===== src/hw/sar_pkg.sv =====
// Shared constants, command codes and helpers for the sensor result readout link.
// Assumes both link ends are clocked by clk at 100 MHz and import this package whole.
package sar_pkg;

  localparam int RESULT_W = 24;

  // Command bytes; the low bits of write and select carry their argument
  localparam logic [7:0] CMD_READ      = 8'h12;
  localparam logic [7:0] CMD_READ_CONT = 8'h14;
  localparam logic [7:0] CMD_STOP_CONT = 8'h16;
  localparam logic [7:0] CMD_WRITE_REG = 8'h40;
  localparam logic [7:0] CMD_SEL_CHAN  = 8'h50;

  localparam logic [5:0] CMD_LAST_BIT   = 6'h07;
  localparam logic [5:0] WRITE_LAST_BIT = 6'h0F;
  // Twelve data bits in: eight of the top byte plus half of the next
  localparam logic [4:0] RELEASE_BIT    = 5'h0C;

  localparam logic [1:0] REG_GAIN     = 2'h0;
  localparam logic [1:0] REG_OSR      = 2'h1;
  localparam logic [1:0] REG_CTRL_ONE = 2'h2;
  localparam logic [1:0] REG_CTRL_TWO = 2'h3;

  localparam logic [7:0] GAIN_RST     = 8'h01;
  localparam logic [7:0] OSR_RST      = 8'h06;
  localparam logic [7:0] CTRL_ONE_RST = 8'h00;
  localparam logic [7:0] CTRL_TWO_RST = 8'h00;

  localparam logic CHAN_TEMP  = 1'b0;
  localparam logic CHAN_PRESS = 1'b1;

  // Ratio is held as its base-two logarithm: 8 means 256
  localparam logic [7:0] PRESS_GAIN     = 8'h80;
  localparam logic [7:0] PRESS_OSR      = 8'h08;
  localparam logic [7:0] PRESS_CTRL_ONE = 8'hE1;
  localparam logic [7:0] PRESS_CTRL_TWO = 8'h03;

  localparam logic [1:0] SETTLE_LOWS = 2'h3;

  localparam logic [5:0] READ_FRAME_BITS  = 6'h20;
  localparam logic [5:0] CONT_FRAME_BITS  = 6'h18;
  localparam logic [5:0] WRITE_FRAME_BITS = 6'h10;
  localparam logic [5:0] CMD_FRAME_BITS   = 6'h08;

  localparam int CLK_PERIOD_NS  = 10;
  localparam int SCLK_PERIOD_NS = 160;
  localparam int SCLK_HALF_CYC  = SCLK_PERIOD_NS / (2 * CLK_PERIOD_NS);

  typedef enum logic [1:0] {OP_READ, OP_READ_CONT, OP_STOP_CONT, OP_SEL_CHAN} sar_op_type;

  // Stable level of a three-stage synchroniser: moves only when stages two and three agree
  function automatic logic sar_settle(input logic held, input logic s2, input logic s3);
    return (s2 == s3) ? s3 : held;
  endfunction

  // Pressure set-up frames, sent from step 5 down to step 2
  function automatic logic [15:0] sar_press_cfg(input logic [2:0] step);
    case (step)
      3'h5:    return {CMD_WRITE_REG | {6'h00, REG_GAIN}, PRESS_GAIN};
      3'h4:    return {CMD_WRITE_REG | {6'h00, REG_OSR}, PRESS_OSR};
      3'h3:    return {CMD_WRITE_REG | {6'h00, REG_CTRL_ONE}, PRESS_CTRL_ONE};
      3'h2:    return {CMD_WRITE_REG | {6'h00, REG_CTRL_TWO}, PRESS_CTRL_TWO};
      default: return 16'h0000;
    endcase
  endfunction

endpackage


===== src/hw/sar_link_if.sv =====
// Serial link between the readout device and its master.
// Assumes a pull-up on the data-out line; the wire level is resolved here.
`timescale 1ns/100ps
`default_nettype none
interface sar_link_if;
  logic sclk;
  logic csN;
  logic mosi;
  logic miso;
  logic misoEnN;
  logic misoLine;
  logic resultReadyN;

  assign misoLine = misoEnN ? 1'b1 : miso;

  modport device (input sclk, input csN, input mosi, output miso, output misoEnN,
                  output resultReadyN);
  modport host (output sclk, output csN, output mosi, input misoLine, input resultReadyN);
endinterface
`default_nettype wire


===== src/hw/sar_readout_device.sv =====
// Readout device end: result FIFO, result register, ready line and serial slave.
// Assumes link pins are asynchronous to clk and the converter pushes results on clk.
`timescale 1ns/100ps
`default_nettype none
module sar_fifo #(
  parameter int WIDTH = 24,
  parameter int DEPTH = 4
) (
  input  wire logic             clk,
  input  wire logic             rst_n,
  input  wire logic             clkEn,
  input  wire logic             inValid,
  output logic                  inReady,
  input  wire logic [WIDTH-1:0] inData,
  output logic                  outValid,
  input  wire logic             outReady,
  output logic [WIDTH-1:0]      outData
);
  localparam int AW = (DEPTH > 1) ? $clog2(DEPTH) : 1;

  logic [WIDTH-1:0] mem [DEPTH];
  logic [AW-1:0]    wrPtr;
  logic [AW-1:0]    rdPtr;
  logic [AW:0]      count;
  logic             push;
  logic             pop;

  function automatic logic [AW-1:0] bump(input logic [AW-1:0] p);
    return (p == AW'(DEPTH - 1)) ? '0 : p + AW'(1);
  endfunction

  assign inReady  = (count != (AW+1)'(DEPTH));
  assign outValid = (count != '0);
  assign push     = inValid && inReady;
  assign pop      = outValid && outReady;
  assign outData  = mem[rdPtr];

  always_ff @(posedge clk) begin
    if (clkEn && push) begin
      mem[wrPtr] <= inData;
    end
  end

  always_ff @(posedge clk or negedge rst_n) begin
    if (!rst_n) begin
      wrPtr <= '0;
      rdPtr <= '0;
      count <= '0;
    end else if (clkEn) begin
      if (push) begin
        wrPtr <= bump(wrPtr);
      end
      if (pop) begin
        rdPtr <= bump(rdPtr);
      end
      count <= count + (AW+1)'(push) - (AW+1)'(pop);
    end
  end
endmodule

module sar_readout_device
  import sar_pkg::*;
#(
  parameter int FIFO_DEPTH = 4
) (
  input  wire logic                clk,
  input  wire logic                rst_n,
  input  wire logic                clkEn,
  sar_link_if.device               link,
  input  wire logic                convValid,
  input  wire logic [RESULT_W-1:0] convData,
  output logic                     convReady,
  output logic                     chanSel,
  output logic [7:0]               amplifierGain,
  output logic [7:0]               oversamplingRatio,
  output logic [7:0]               controlRegOne,
  output logic [7:0]               controlRegTwo,
  output logic                     contActive
);
  typedef enum logic [1:0] {PH_CMD, PH_DATA, PH_SEND, PH_SKIP} sar_phase_type;

  sar_phase_type       phase;
  logic [2:0]          sclkSync;
  logic [2:0]          csSync;
  logic [2:0]          mosiSync;
  logic                sclkLvl;
  logic                csNLvl;
  logic                mosiLvl;
  logic                sclkNow;
  logic                csNNow;
  logic                sclkRise;
  logic                sclkFall;
  logic                frameStart;
  logic                frameEnd;
  logic [7:0]          rxShift;
  logic [7:0]          next_rx;
  logic [5:0]          bitCnt;
  logic [4:0]          dataCnt;
  logic [1:0]          regIdx;
  logic [RESULT_W-1:0] resultReg;
  logic [RESULT_W-1:0] txShift;
  logic                fifoValid;
  logic [RESULT_W-1:0] fifoData;
  logic                drainReady;

  assign sclkNow    = sar_settle(sclkLvl, sclkSync[1], sclkSync[2]);
  assign csNNow     = sar_settle(csNLvl, csSync[1], csSync[2]);
  assign sclkRise   = sclkNow && !sclkLvl && !csNLvl;
  assign sclkFall   = !sclkNow && sclkLvl && !csNLvl;
  assign frameStart = csNLvl && !csNNow;
  assign frameEnd   = !csNLvl && csNNow;
  assign next_rx    = {rxShift[6:0], mosiLvl};
  // Results queue while a frame is open so the word being shifted never changes
  assign drainReady = csNLvl && csNNow;

  sar_fifo #(
    .WIDTH (RESULT_W),
    .DEPTH (FIFO_DEPTH)
  ) u_fifo (
    .clk      (clk),
    .rst_n    (rst_n),
    .clkEn    (clkEn),
    .inValid  (convValid),
    .inReady  (convReady),
    .inData   (convData),
    .outValid (fifoValid),
    .outReady (drainReady),
    .outData  (fifoData)
  );

  always_ff @(posedge clk or negedge rst_n) begin
    if (!rst_n) begin
      sclkSync <= 3'h0;
      csSync   <= 3'h7;
      mosiSync <= 3'h0;
      sclkLvl  <= 1'b0;
      csNLvl   <= 1'b1;
      mosiLvl  <= 1'b0;
    end else if (clkEn) begin
      sclkSync <= {sclkSync[1:0], link.sclk};
      csSync   <= {csSync[1:0], link.csN};
      mosiSync <= {mosiSync[1:0], link.mosi};
      sclkLvl  <= sclkNow;
      csNLvl   <= csNNow;
      mosiLvl  <= sar_settle(mosiLvl, mosiSync[1], mosiSync[2]);
    end
  end

  // Result register and ready line; loads and releases never share a cycle
  always_ff @(posedge clk or negedge rst_n) begin
    if (!rst_n) begin
      resultReg         <= '0;
      link.resultReadyN <= 1'b1;
    end else if (clkEn) begin
      if (fifoValid && drainReady) begin
        resultReg         <= fifoData;
        link.resultReadyN <= 1'b0;
      end else if (phase == PH_SEND && sclkRise && dataCnt == RELEASE_BIT - 5'h01) begin
        link.resultReadyN <= 1'b1;
      end
      // With no read the line simply holds low
    end
  end

  // Serial slave: bits in on rising edges, bits out on falling edges, a continuous frame's first bit at chip-select fall
  always_ff @(posedge clk or negedge rst_n) begin
    if (!rst_n) begin
      phase             <= PH_CMD;
      rxShift           <= 8'h00;
      bitCnt            <= 6'h00;
      dataCnt           <= 5'h00;
      regIdx            <= REG_GAIN;
      txShift           <= '0;
      contActive        <= 1'b0;
      chanSel           <= CHAN_TEMP;
      amplifierGain     <= GAIN_RST;
      oversamplingRatio <= OSR_RST;
      controlRegOne     <= CTRL_ONE_RST;
      controlRegTwo     <= CTRL_TWO_RST;
      link.miso         <= 1'b0;
      link.misoEnN      <= 1'b1;
    end else if (clkEn) begin
      if (frameStart) begin
        bitCnt  <= 6'h00;
        dataCnt <= 5'h00;
        rxShift <= 8'h00;
        // In continuous mode a pending result leaves without a command
        if (contActive && !link.resultReadyN) begin
          phase        <= PH_SEND;
          link.miso    <= resultReg[RESULT_W-1];
          txShift      <= resultReg << 1;
          link.misoEnN <= 1'b0;
        end else begin
          phase <= PH_CMD;
        end
      end else if (frameEnd) begin
        phase        <= PH_CMD;
        link.misoEnN <= 1'b1;
      end else if (sclkRise) begin
        rxShift <= next_rx;
        bitCnt  <= bitCnt + 6'h01;
        if (phase == PH_SEND) begin
          dataCnt <= dataCnt + 5'h01;
        end
        if (bitCnt == CMD_LAST_BIT) begin
          if (next_rx == CMD_STOP_CONT) begin
            contActive <= 1'b0;
          end
          if (phase == PH_CMD) begin
            if (next_rx == CMD_READ || next_rx == CMD_READ_CONT) begin
              phase        <= PH_SEND;
              txShift      <= resultReg;
              link.misoEnN <= 1'b0;
              if (next_rx == CMD_READ_CONT) begin
                contActive <= 1'b1;
              end
            end else if (next_rx[7:2] == CMD_WRITE_REG[7:2]) begin
              phase  <= PH_DATA;
              regIdx <= next_rx[1:0];
            end else if (next_rx[7:1] == CMD_SEL_CHAN[7:1]) begin
              chanSel <= next_rx[0];
              phase   <= PH_SKIP;
            end else begin
              phase <= PH_SKIP;
            end
          end
        end else if (phase == PH_DATA && bitCnt == WRITE_LAST_BIT) begin
          phase <= PH_SKIP;
          case (regIdx)
            REG_GAIN:     amplifierGain     <= next_rx;
            REG_OSR:      oversamplingRatio <= next_rx;
            REG_CTRL_ONE: controlRegOne     <= next_rx;
            default:      controlRegTwo     <= next_rx;
          endcase
        end
      end else if (sclkFall && phase == PH_SEND) begin
        link.miso <= txShift[RESULT_W-1];
        txShift   <= txShift << 1;
      end
    end
  end
endmodule
`default_nettype wire


===== src/flat_wrapper.sv =====
// flat-port wrapper written by rule: the top's interface ports become plain ports
module sar_readout_device_flat import sar_pkg::*;
#(
  parameter int FIFO_DEPTH = 4
)
  (clk, rst_n, clkEn, convValid, convData, convReady, chanSel, amplifierGain, oversamplingRatio, controlRegOne, controlRegTwo, contActive, link_sclk, link_csN, link_mosi, link_miso, link_misoEnN, link_resultReadyN);
  sar_link_if link_i ();
  input  wire logic clk;
  input  wire logic rst_n;
  input  wire logic clkEn;
  input  wire logic convValid;
  input  wire logic [RESULT_W-1:0] convData;
  output logic convReady;
  output logic chanSel;
  output logic [7:0] amplifierGain;
  output logic [7:0] oversamplingRatio;
  output logic [7:0] controlRegOne;
  output logic [7:0] controlRegTwo;
  output logic contActive;
  input wire logic [$bits(link_i.sclk)-1:0] link_sclk;
  input wire logic [$bits(link_i.csN)-1:0] link_csN;
  input wire logic [$bits(link_i.mosi)-1:0] link_mosi;
  output wire logic [$bits(link_i.miso)-1:0] link_miso;
  output wire logic [$bits(link_i.misoEnN)-1:0] link_misoEnN;
  output wire logic [$bits(link_i.resultReadyN)-1:0] link_resultReadyN;
  assign link_i.sclk = link_sclk;
  assign link_i.csN = link_csN;
  assign link_i.mosi = link_mosi;
  assign link_miso = link_i.miso;
  assign link_misoEnN = link_i.misoEnN;
  assign link_resultReadyN = link_i.resultReadyN;
  sar_readout_device #(.FIFO_DEPTH(FIFO_DEPTH)) u_core (.clk(clk), .rst_n(rst_n), .clkEn(clkEn), .link(link_i), .convValid(convValid), .convData(convData), .convReady(convReady), .chanSel(chanSel), .amplifierGain(amplifierGain), .oversamplingRatio(oversamplingRatio), .controlRegOne(controlRegOne), .controlRegTwo(controlRegTwo), .contActive(contActive));
endmodule

===== config.mk =====
export PLATFORM = sky130hd
export DESIGN_NAME = sar_readout_device_flat
export DESIGN_NICKNAME = d
export VERILOG_FILES = /design/src/hw/sar_pkg.sv /design/src/hw/sar_link_if.sv /design/src/hw/sar_readout_device.sv /design/src/flat_wrapper.sv
export SDC_FILE = /design/constraint.sdc
export NUM_CORES = 1
export LEC_CHECK = 0
export ABC_AREA = 1
export BUFFER_PORTS_ARGS = -buffer_cell sky130_fd_sc_hd__buf_2
export CAP_MARGIN = 10
export CORE_AREA = 2 2 146 148
export CTS_CLUSTER_SIZE = 30
export DETAILED_ROUTE_END_ITERATION = 6
export DIE_AREA = 0 0 148 150
export PLACE_DENSITY_LB_ADDON = 0.05
export SLEW_MARGIN = 0
export SYNTH_ARGS = -nofsm -noshare
export SYNTH_HDL_FRONTEND = slang
export SYNTH_HIERARCHICAL = 1
export SYNTH_SLANG_ARGS = --single-unit

===== constraint.sdc =====
create_clock -name clk -period 3.78 [get_ports clk]
set_clock_uncertainty 0.15 [all_clocks]
set_input_delay 0.189 -clock clk [delete_from_list [all_inputs] [get_ports clk]]
set_output_delay 0.189 -clock clk [all_outputs]
set_load 0.01 [all_outputs]

==> impl_metrics.json, run 1 <==
{
  "synth_flop_cell": "dfrtp_1",
  "r2r_slack_ns": 0.56,
  "nNetsFinal": 1212,
  "reg2reg_from": "u_core/csNLvl$_DFFE_PN1P_",
  "rr_worst_depth": 14,
  "dp.cells": 1385,
  "hold_viol": 0,
  "fin_tns_setup_ns": 0,
  "power_density_nw_per_um2": 620,
  "htree_levels": 1,
  "r2r_end": "u_core/u_fifo/count[2]$_DFFE_PN0P_",
  "final_util": 0.572,
  "period_share": 0.853,
  "fillers": 1885,
  "grt_pass1_vias": 7004,
  "dpl.hpwl_mm": 13.1,
  "antenna_cells": 0,
  "remaining_drc_errors": 0,
  "clkSinkCount": 222,
  "post-cts-setup-buffers": 0,
  "die_h_um": 150,
  "initialDrtViolationCount": 408,
  "portBuffers": 68,
  "yosys_warnings": 6,
  "die_area_sq_um": 22200,
  "stdcell_area_sq_um": 11800,
  "finalWorstSetupSlack_ns": 0.557,
  "worstPathMaxFanout": 5,
  "place.gp.congestion": 0.815,
  "initial_core_util": 0.490,
  "ys_ff_latch": 222,
  "core-area_sq_um": 20700,
  "synthesis.area_sq_um": 10100,
  "root_buffer": "clkbuf_16",
  "setup_viol": 0,
  "max_clock_freq_ghz": 0.310,
  "status": "complete, no violations",
  "internal_power_w": 0.00503,
  "async_flop_share": 0.568,
  "multi_input_area_sq_um": 3460,
  "ir_drop_mv": 0.390,
  "grt_usage": 0.193,
  "insertion_delay_ns": 0.52,
  "pwr-share-seq": 0.454,
  "p_clk_frac": 0.338,
  "die_w_um": 148,
  "antenna_found_initial": 0,
  "min_path_type": "input pin to flop",
  "p_sw_frac": 0.314,
  "tightest_slew_ns": 1.12,
  "max-cap-violations": 0,
  "hold_path_end": "u_core/u_fifo/wrPtr[0]$_DFFE_PN0P_",
  "place_area_sq_um": 10700,
  "cp-end-kind": "flop",
  "syn_inst": 1076,
  "synth-seq-area-share": 0.596,
  "fp-row-count": 53,
  "antenna_left": 0,
  "combPwrFrac": 0.208,
  "relSlewSlack": 0.254,
  "clockBufferDepth": 3,
  "layout.cells.non_filler": 1462,
  "path_clk_slew_ns": 0.06,
  "hold_path_startpoint": "clkEn",
  "cts_buffers": 25,
  "routed_wl_mm": 20.8,
  "dr.pass1.iters": 5,
  "crit_type": "flop to flop",
  "overflow": 0,
  "synth-edff-count": 96,
  "syn_area_per_cell_sq_um": 9.43,
  "grt_max_degree": 51,
  "syn_nets": 1120,
  "cp.arrival_ns": 3.47,
  "drive_above_1_share": 0.158,
  "grt_setup_unrepaired": "no",
  "dp_slack_ns": 0.659,
  "io_pins": 69,
  "crit_required_ns": 4.03,
  "syn2layout_area_growth_pct": 16.6,
  "seq_area_sq_um": 6050,
  "ys_types": 38,
  "viasPerCell": 4.99,
  "wl_per_cell_um": 14.3,
  "switching_power_w": 0.00230,
  "cts_tree": "yes",
  "finalMaxSlewViolations": 0,
  "leakage_nw": 5.57,
  "whs_path_depth": 4,
  "grt_pass1_wl_mm": 35.1,
  "min_period_ns": 3.22,
  "critPathLaunchType": "flop",
  "vias": 7289
}
cell families (layout without fill, tap and decap cells):
family / after synthesis / after routing / synth area share
AO/OA/AOI/OAI: 146 / 146 / 0.0912
flip-flops: 222 / 222 / 0.596
AND/OR/NAND/NOR: 545 / 545 / 0.226
buffers and inverters: 146 / 257 / 0.0659
adder cells (fa/ha/maj): 13 / 13 / 0.0168
XOR/XNOR: 3 / 3 / 0.00259
multiplexers: 1 / 1 / 0.00111
stage by stage:
step           power, W  hold slack [ns]
2_1_floorplan   0.00450           -0.257
3_3_place_gp    0.00486          -0.0180
3_5_place_dp    0.00489          -0.0166
4_1_cts         0.00743           0.0150
5_1_grt         0.00782           0.0515
6_report        0.00733           0.0315
power groups by stage:
stage	clock network (W)	registers (W)	logic (W)
2_1_floorplan	0	0.00320	0.00130
3_3_place_gp	0	0.00337	0.00149
3_5_place_dp	0	0.00337	0.00152
4_1_cts	0.00255	0.00333	0.00155
5_1_grt	0.00266	0.00339	0.00177
6_report	0.00248	0.00333	0.00152
synth_stat cells (3+ instances only):
cell	count	area [sq um]
o22ai_1	7	43.8
o21ai_0	64	320
inv_2	4	15.0
o21ai_1	7	35.0
o21ai_2	8	70.1
a21oi_1	32	160
inv_1	98	368
nor2_4	4	45.0
edfxtp_1	96	2880
xor2_1	3	26.3
buf_4	12	90.1
nor2_2	6	37.5
buf_6	8	90.1
clkbuf_1	11	41.3
dfrtp_1	117	2930
nand3_1	74	370
nand2_1	399	1500
o211ai_1	10	75.1
ha_1	12	150
nand4_1	10	62.6
nand2_4	3	33.8
nand2_2	4	25.0
buf_2	12	60.1
nor2_1	37	139
dfstp_2	9	236
o211ai_2	15	188
repair_timing:
action	CTS	global route
resized for setup	0	0
hold buffers	31	0
hold endpoints to repair	208	0
worst max path at each step:
stage,end,slack [ns],startpoint,cells after the start
2_1_floorplan,u_core/u_fifo/count[2]$_DFFE_PN0P_,0.86,u_core/csNLvl$_DFFE_PN1P_,14
3_3_place_gp,u_core/u_fifo/count[2]$_DFFE_PN0P_,0.74,u_core/csNLvl$_DFFE_PN1P_,14
3_5_place_dp,u_core/u_fifo/count[2]$_DFFE_PN0P_,0.66,u_core/csNLvl$_DFFE_PN1P_,14
4_1_cts,u_core/u_fifo/count[2]$_DFFE_PN0P_,0.57,u_core/csNLvl$_DFFE_PN1P_,14
5_1_grt,u_core/u_fifo/count[2]$_DFFE_PN0P_,0.33,u_core/csNLvl$_DFFE_PN1P_,14
6_report,u_core/u_fifo/count[2]$_DFFE_PN0P_,0.56,u_core/csNLvl$_DFFE_PN1P_,14
critical path, stage by stage, from the launching register on:
cell and delay (ns):
dfstp_2 0.57, inv_1 0.09, o21ai_0 0.25, o21ai_0 0.18
inv_1 0.11, ha_1 0.24, a21boi_0 0.22, ha_1 0.25
inv_1 0.06, ha_1 0.13, inv_1 0.05, fa_1 0.39
or2_2 0.29, nand4_1 0.07, nand2_1 0.05
flip-flops by register name, indices dropped and copies added, names as in the netlist, 5 cells and up:
name                      flops
u_core/rxShift                7
u_core/controlRegOne          8
u_core/controlRegTwo          8
u_core/dataCnt                5
u_core/u_fifo/mem            96
u_core/bitCnt                 6
u_core/amplifierGain          8
u_core/resultReg             24
u_core/oversamplingRatio      8
u_core/txShift               24
cells in the final DEF (no fill, tap or decap), types with 4 or more instances in the layout:
| cell type | instances |
|---|---|
| o21ai_0 | 64 |
| clkbuf_16 | 25 |
| buf_2 | 67 |
| inv_2 | 4 |
| dlygate4sd3_1 | 30 |
| dfrtp_1 | 115 |
| o211ai_2 | 15 |
| o21ai_2 | 8 |
| o211ai_1 | 10 |
| nand2_1 | 399 |
| clkbuf_8 | 5 |
| a21oi_1 | 32 |
| nor2_2 | 6 |
| o21ai_1 | 7 |
| nand3_1 | 74 |
| o22ai_1 | 7 |
| clkinv_2 | 4 |
| nor2_1 | 33 |
| edfxtp_1 | 96 |
| inv_1 | 98 |
| ha_1 | 12 |
| nand4_1 | 10 |
| nor2_4 | 8 |
| nand2_2 | 4 |
| buf_4 | 11 |
| dfstp_2 | 9 |
routing by layer:
metal | vias to the layer above | GRT usage | wire (um)
met2 | 131 | 0.326 | 9920
li1 | 3700 | - | -
met5 | - | 0 | 0
met3 | 26 | 0.0271 | 869
met4 | 0 | 0.0457 | 301
met1 | 3432 | 0.265 | 9750
area by class of cell:
class,instances,area share
clock buffers,34,0.0603
clock inverters,12,0.0120
inverters,102,0.0324
multi-input cells,708,0.292
flip-flops and latches,222,0.511
well taps,275,0.0291
repair buffers,109,0.0624
No activity file was read; power rests on OpenSTA's default activity.
==> inputs of run 2 (changes only) <==
--- a/config.mk
+++ b/config.mk
@@ -8,10 +8,10 @@
 export ABC_AREA = 1
 export BUFFER_PORTS_ARGS = -buffer_cell sky130_fd_sc_hd__buf_2
 export CAP_MARGIN = 10
-export CORE_AREA = 2 2 146 148
+export CORE_AREA = 4 4 148 150
 export CTS_CLUSTER_SIZE = 30
 export DETAILED_ROUTE_END_ITERATION = 6
-export DIE_AREA = 0 0 148 150
+export DIE_AREA = 0 0 152 154
 export PLACE_DENSITY_LB_ADDON = 0.05
 export SLEW_MARGIN = 0
 export SYNTH_ARGS = -nofsm -noshare
==> run 2 against run 1 <==
  * Via count fell by 0.22%
  * Global-route usage shrank 1.4 points
  * Sequential cell count unchanged
  * Hold slack gained 0.14 ns
  * Utilization is 0.12 points higher
  * Worst setup slack gained 0.033 ns
  * Clock-buffer cell count rose by 3
  * Register-to-register slack gained 0.03 ns
  * First-iteration DRC count decreased by 12%
  * Critical path type unchanged
==> impl_metrics.json, run 2 (synthesized netlist as in run 1, its figures left out) <==
{
  "hold_viol": 0,
  "p_clk_frac": 0.329,
  "rr_worst_depth": 14,
  "final_cell_mix": "nand2_1 (399), dfrtp_1 (115), inv_1 (98), edfxtp_1 (96), nand3_1 (74)",
  "worstPathMaxFanout": 5,
  "clkSinkCount": 222,
  "period_share": 0.844,
  "viasPerCell": 4.97,
  "r2r_end": "u_core/u_fifo/count[2]$_DFFE_PN0P_",
  "max-cap-violations": 0,
  "grt_max_degree": 65,
  "initial_core_util": 0.490,
  "place.gp.congestion": 0.812,
  "reg2reg_from": "u_core/csNLvl$_DFFE_PN1P_",
  "cts_tree": "yes",
  "ir_drop_mv": 0.372,
  "cts-resized-gates": 0,
  "crit_end": "u_core/u_fifo/count[2]$_DFFE_PN0P_",
  "root_buffer": "clkbuf_16",
  "insertion_delay_ns": 0.51,
  "dpl.hpwl_mm": 13.0,
  "cpMostUsedCell": "inv_1",
  "cp_cell_sequence": "inv_1 -> o21ai_0 -> o21ai_0 -> inv_1 -> ha_1 -> a21boi_0 -> ha_1 -> inv_1 -> ha_1 -> inv_1 -> fa_1 -> or2_2 -> nand4_1 -> nand2_1",
  "nNetsFinal": 1214,
  "die_h_um": 154,
  "combPwrFrac": 0.206,
  "cts_hold_buf": 36,
  "antenna_cells": 0,
  "r2r_slack_ns": 0.59,
  "wl_per_cell_um": 14.3,
  "cp-end-kind": "flop",
  "setup_viol": 0,
  "max_clock_freq_ghz": 0.313,
  "worstSetupStartpoint": "u_core/csNLvl$_DFFE_PN1P_",
  "finalWorstSetupSlack_ns": 0.590,
  "cp_slowest_stage_delay_ns": 0.57,
  "cts_buffers": 24,
  "reg_top3": "u_core/u_fifo/mem: 96 flops, u_core/resultReg: 24 flops, u_core/txShift: 24 flops",
  "cp.arrival_ns": 3.44,
  "tightest_slew_ns": 1.11,
  "core-area_sq_um": 20700,
  "internal_power_w": 0.00499,
  "crit_required_ns": 4.03,
  "layout_commonest_cell": "nand2_1",
  "finalMaxSlewViolations": 0,
  "status": "complete, no violations",
  "clockBufferDepth": 3,
  "largest-register": "u_core/u_fifo/mem",
  "io_pins": 69,
  "syn2layout_area_growth_pct": 16.8,
  "place_area_sq_um": 10700,
  "fin_tns_setup_ns": 0,
  "dr.pass1.iters": 5,
  "pwr-share-seq": 0.465,
  "final_util": 0.573,
  "grt_usage": 0.179,
  "antenna_left": 0,
  "cp_top_family": "adder cells",
  "cp.depth": 14,
  "path_clk_slew_ns": 0.06,
  "antenna_found_initial": 0,
  "die_w_um": 152,
  "dp_slack_ns": 0.589,
  "post-cts-setup-buffers": 0,
  "routed_wl_mm": 20.9,
  "power_density_nw_per_um2": 614,
  "relSlewSlack": 0.260,
  "crit_type": "flop to flop",
  "min_path_type": "input pin to asynchronous set/reset pin",
  "fp-row-count": 53,
  "critPathSlowestCell": "dfstp_2",
  "overflow": 0,
  "grt_setup_unrepaired": "no",
  "grt_pass1_vias": 6997,
  "htree_levels": 1,
  "stdcell_area_sq_um": 11900,
  "vias": 7273,
  "p_sw_frac": 0.314,
  "largest_reg_flops": 96,
  "grt_pass1_wl_mm": 35.4,
  "die_area_sq_um": 23400,
  "leakage_nw": 5.56,
  "portBuffers": 68,
  "cp_num_buf_inv": 4,
  "switching_power_w": 0.00229,
  "initialDrtViolationCount": 359,
  "min_period_ns": 3.19,
  "remaining_drc_errors": 0,
  "critPathLaunchType": "flop",
  "drive_above_1_share": 0.153
}
-- run 2: cell types whose count changed in the layout (fill, tap and decap cells not counted), moves of 2 or more --
cell	previous run	this run
buf_4	11	7
clkbuf_1	3	5
clkbuf_8	5	8
clkinv_1	2	0
dlygate4sd3_1	30	36
inv_6	2	0
-- run 2: metrics by stage --
step	hold slack (ns)	total power (W)	cells
2_1_floorplan	-0.257	0.00450	1076
3_3_place_gp	0.205	0.00488	1383
3_5_place_dp	0.202	0.00491	1383
4_1_cts	0.197	0.00738	1463
5_1_grt	0.257	0.00777	1463
6_report	0.173	0.00728	1463
-- run 2: layer usage --
metal,global-route usage,share of wire,vias up
met4,0.0467,0.019,0
met3,0.0262,0.038,33
met5,0,0,-
li1,-,-,3706
met2,0.298,0.47,127
met1,0.248,0.47,3407
-- run 2: worst min path at each step --
stage / startpoint / to / slack, ns / cells past startpoint
after floorplan: rst_n / u_core/amplifierGain[1]$_DFFE_PN0P_ / -0.26 / 0
after global placement: rst_n / u_core/mosiSync[0]$_DFFE_PN0P_ / 0.20 / 1
after detailed placement: rst_n / u_core/mosiSync[1]$_DFFE_PN0P_ / 0.20 / 1
after CTS: rst_n / u_core/resultReg[17]$_DFFE_PN0P_ / 0.20 / 2
after global routing: rst_n / u_core/resultReg[14]$_DFFE_PN0P_ / 0.26 / 2
final: rst_n / u_core/mosiSync[1]$_DFFE_PN0P_ / 0.17 / 2
-- run 2: final cells by class --
| type | instances | area, sq um |
|---|---|---|
| Clock buffer | 37 | 729 |
| Clock inverter | 7 | 100 |
| Fill cell | 1859 | 8840 |
| Inverter | 102 | 383 |
| Multi-Input combinational cell | 708 | 3460 |
| Sequential cell | 222 | 6050 |
| Tap cell | 275 | 344 |
| Timing Repair Buffer | 112 | 788 |
-- run 2: power groups by stage --
| stage | logic (W) | clock network [W] | registers, W |
|---|---|---|---|
| 2_1_floorplan | 0.00130 | 0 | 0.00320 |
| 3_3_place_gp | 0.00145 | 0 | 0.00343 |
| 3_5_place_dp | 0.00149 | 0 | 0.00343 |
| 4_1_cts | 0.00153 | 0.00246 | 0.00339 |
| 5_1_grt | 0.00174 | 0.00258 | 0.00345 |
| 6_report | 0.00150 | 0.00239 | 0.00339 |
-- run 2: worst reg2reg max path: cells and delay by family, from the launching register on --
kind	cells	cell delay [ns]
adders and majority gates	4	1.04
AOI/OAI and AO/OA	3	0.59
DFF	1	0.57
and+or+nand+nor	3	0.44
buffers and inverters	4	0.32
==> inputs of run 3 (changes only) <==
==> constraint.sdc (replaced) <==
create_clock -name clk -period 2.6 [get_ports clk]
set_clock_uncertainty 0.15 [all_clocks]
set_input_delay 0.13 -clock clk [delete_from_list [all_inputs] [get_ports clk]]
set_output_delay 0.13 -clock clk [all_outputs]
set_load 0.01 [all_outputs]
==> run 3 against run 2 <==
  * The run now ends with negative setup slack left
  * Combinational power up 63%
  * Via count up 1.1%
  * Clock power up 44%
  * Wire length up 0.89%
  * Largest power group unchanged
  * Highest routed layer unchanged
==> impl_metrics.json, run 3 (synthesized netlist as in run 1, its figures left out) <==
{
  "grt_max_degree": 81,
  "fillers": 1861,
  "relSlewSlack": 0.544,
  "ir_drop_mv": 0.574,
  "crit_type": "flop to flop",
  "io_pins": 69,
  "reg2reg_from": "u_core/csNLvl$_DFFE_PN1P_",
  "max-cap-violations": 0,
  "initial_core_util": 0.490,
  "hold_slack_ns": 0.0257,
  "fp-row-count": 53,
  "min_path_type": "input pin to asynchronous set/reset pin",
  "insertion_delay_ns": 0.53,
  "r2r_end": "u_core/u_fifo/count[2]$_DFFE_PN0P_",
  "wl_per_cell_um": 14.2,
  "leakage_nw": 5.67,
  "grt_pass1_wl_mm": 36.3,
  "die_h_um": 154,
  "die_w_um": 152,
  "largest_reg_flops": 96,
  "grt_usage": 0.183,
  "clockBufferDepth": 3,
  "power_density_nw_per_um2": 887,
  "period_share": 1.02,
  "multi_input_area_sq_um": 3470,
  "root_buffer": "clkbuf_16",
  "hold_viol": 0,
  "initialDrtViolationCount": 270,
  "cp_num_buf_inv": 4,
  "portBuffers": 68,
  "grt_setup_unrepaired": "yes",
  "cp-end-kind": "flop",
  "clkSinkCount": 222,
  "fin_tns_setup_ns": -0.0462,
  "cts_buffers": 25,
  "status": "finished, violations left",
  "drive_above_1_share": 0.174,
  "dr.pass1.iters": 6,
  "dpl.hpwl_mm": 13.4,
  "overflow": 0,
  "die_area_sq_um": 23400,
  "tightest_slew_ns": 0.682,
  "core-area_sq_um": 20700,
  "layout_commonest_cell": "nand2_1",
  "cp_top_family": "adder cells",
  "syn2layout_area_growth_pct": 18.6,
  "rr_worst_depth": 14,
  "antenna_cells": 0,
  "place.gp.congestion": 0.785,
  "antenna_left": 0,
  "path_clk_slew_ns": 0.06,
  "reg_top3": "u_core/u_fifo/mem: 96 flops, u_core/resultReg: 24 flops, u_core/txShift: 24 flops",
  "violations": "negative setup slack",
  "dp.cells": 1402,
  "cpMostUsedCell": "inv_1",
  "cp.depth": 14,
  "htree_levels": 1,
  "finalMaxSlewViolations": 0,
  "cp_cell_sequence": "inv_2 -> o21ai_2 -> o21ai_2 -> inv_1 -> ha_2 -> a21boi_2 -> ha_1 -> inv_1 -> ha_1 -> inv_1 -> fa_2 -> or2_4 -> nand4_1 -> nand2_1",
  "antenna_found_initial": 0,
  "finalWorstSetupSlack_ns": -0.0462,
  "crit_required_ns": 2.87,
  "max_clock_freq_ghz": 0.378,
  "grt_pass1_vias": 7222,
  "cp.arrival_ns": 2.91,
  "remaining_drc_errors": 0,
  "min_period_ns": 2.65,
  "final_cell_mix": "nand2_1 (399), dfrtp_1 (115), edfxtp_1 (96), inv_1 (95), nand3_1 (74)",
  "cts_tree": "yes",
  "viasPerCell": 4.95,
  "critPathSlowestCell": "dfstp_2",
  "nNetsFinal": 1236,
  "cp_slowest_stage_delay_ns": 0.55,
  "worstPathMaxFanout": 3,
  "finalPower_w": 0.0107,
  "setup_viol": 1,
  "layout.cells.non_filler": 1486,
  "routed_wl_mm": 21.0,
  "seq_area_sq_um": 6050,
  "r2r_slack_ns": -0.05,
  "vias": 7350,
  "critPathLaunchType": "flop",
  "largest-register": "u_core/u_fifo/mem"
}
[run 3: changes by cell type in the layout (fill, tap and decap cells not counted), moves of 2 or more]
cell           previous run  this run
buf_12                    2         5
buf_4                     7        28
clkbuf_8                  8         3
clkinv_1                  0         6
dlygate4sd3_1            36        32
inv_1                    98        95
inv_2                     4         6
nor2_2                    6        10
nor2_4                    8         4
o21ai_0                  64        62
o21ai_2                   8        10
[run 3: worst max-delay path by stage]
stage                                    endpoint  slack, ns                    startpoint
2_1_floorplan  u_core/u_fifo/count[2]$_DFFE_PN0P_      -0.03     u_core/csNLvl$_DFFE_PN1P_
3_3_place_gp   u_core/u_fifo/count[2]$_DFFE_PN0P_      -0.02  u_core/csSync[1]$_DFFE_PN1P_
3_5_place_dp   u_core/u_fifo/count[2]$_DFFE_PN0P_      -0.06  u_core/csSync[1]$_DFFE_PN1P_
4_1_cts        u_core/u_fifo/count[2]$_DFFE_PN0P_      -0.07     u_core/csNLvl$_DFFE_PN1P_
5_1_grt        u_core/u_fifo/count[2]$_DFFE_PN0P_      -0.18  u_core/csSync[1]$_DFFE_PN1P_
6_report       u_core/u_fifo/count[2]$_DFFE_PN0P_      -0.05     u_core/csNLvl$_DFFE_PN1P_
[run 3: stage by stage]
step	setup slack [ns]	utilization	area, sq um
2_1_floorplan	-0.0327	-	10200
3_3_place_gp	-0.0188	0.523	10800
3_5_place_dp	-0.0645	0.523	10800
4_1_cts	-0.0669	0.578	12000
5_1_grt	-0.177	0.582	12000
6_report	-0.0462	0.582	12000
[run 3: where the power goes]
group	switching, W	internal, W
sequential	0.000504	0.00430
clock	0.00138	0.00205
combinational	0.00150	0.000939
total	0.00338	0.00729
[run 3: layout make-up]
| type | instances | share of cell area |
|---|---|---|
| clock buffer | 33 | 0.0570 |
| clock inverter | 13 | 0.0102 |
| sequential | 222 | 0.503 |
| timing repair buffer | 133 | 0.0812 |
| tap | 275 | 0.0286 |
| inverter | 102 | 0.0321 |
| multi-input combinational | 708 | 0.288 |
[run 3: repair_timing]
| action | CTS | global route |
|---|---|---|
| resized for setup | 2 | 3 |
| endpoints found under the hold margin | 231 | 0 |
| buffers inserted | 0 | 6 |
| hold buffers | 32 | 0 |
| setup endpoints to repair | 1 | 54 |
| cloned | 0 | 0 |
[run 3: worst register-to-register path, cell delays in order (launching register included)]
cell and delay, ns:
dfstp_2 0.55, inv_2 0.04, o21ai_2 0.14, o21ai_2 0.09, inv_1 0.08, ha_2 0.18, a21boi_2 0.15, ha_1 0.23
inv_1 0.06, ha_1 0.13, inv_1 0.05, fa_2 0.35, or2_4 0.23, nand4_1 0.07, nand2_1 0.05
[run 3: layer usage]
| layer | wire length, um | track usage |
|---|---|---|
| met2 | 10100 | 0.307 |
| met4 | 446 | 0.0484 |
| met5 | 0 | 0 |
| met3 | 773 | 0.0273 |
| met1 | 9750 | 0.250 |
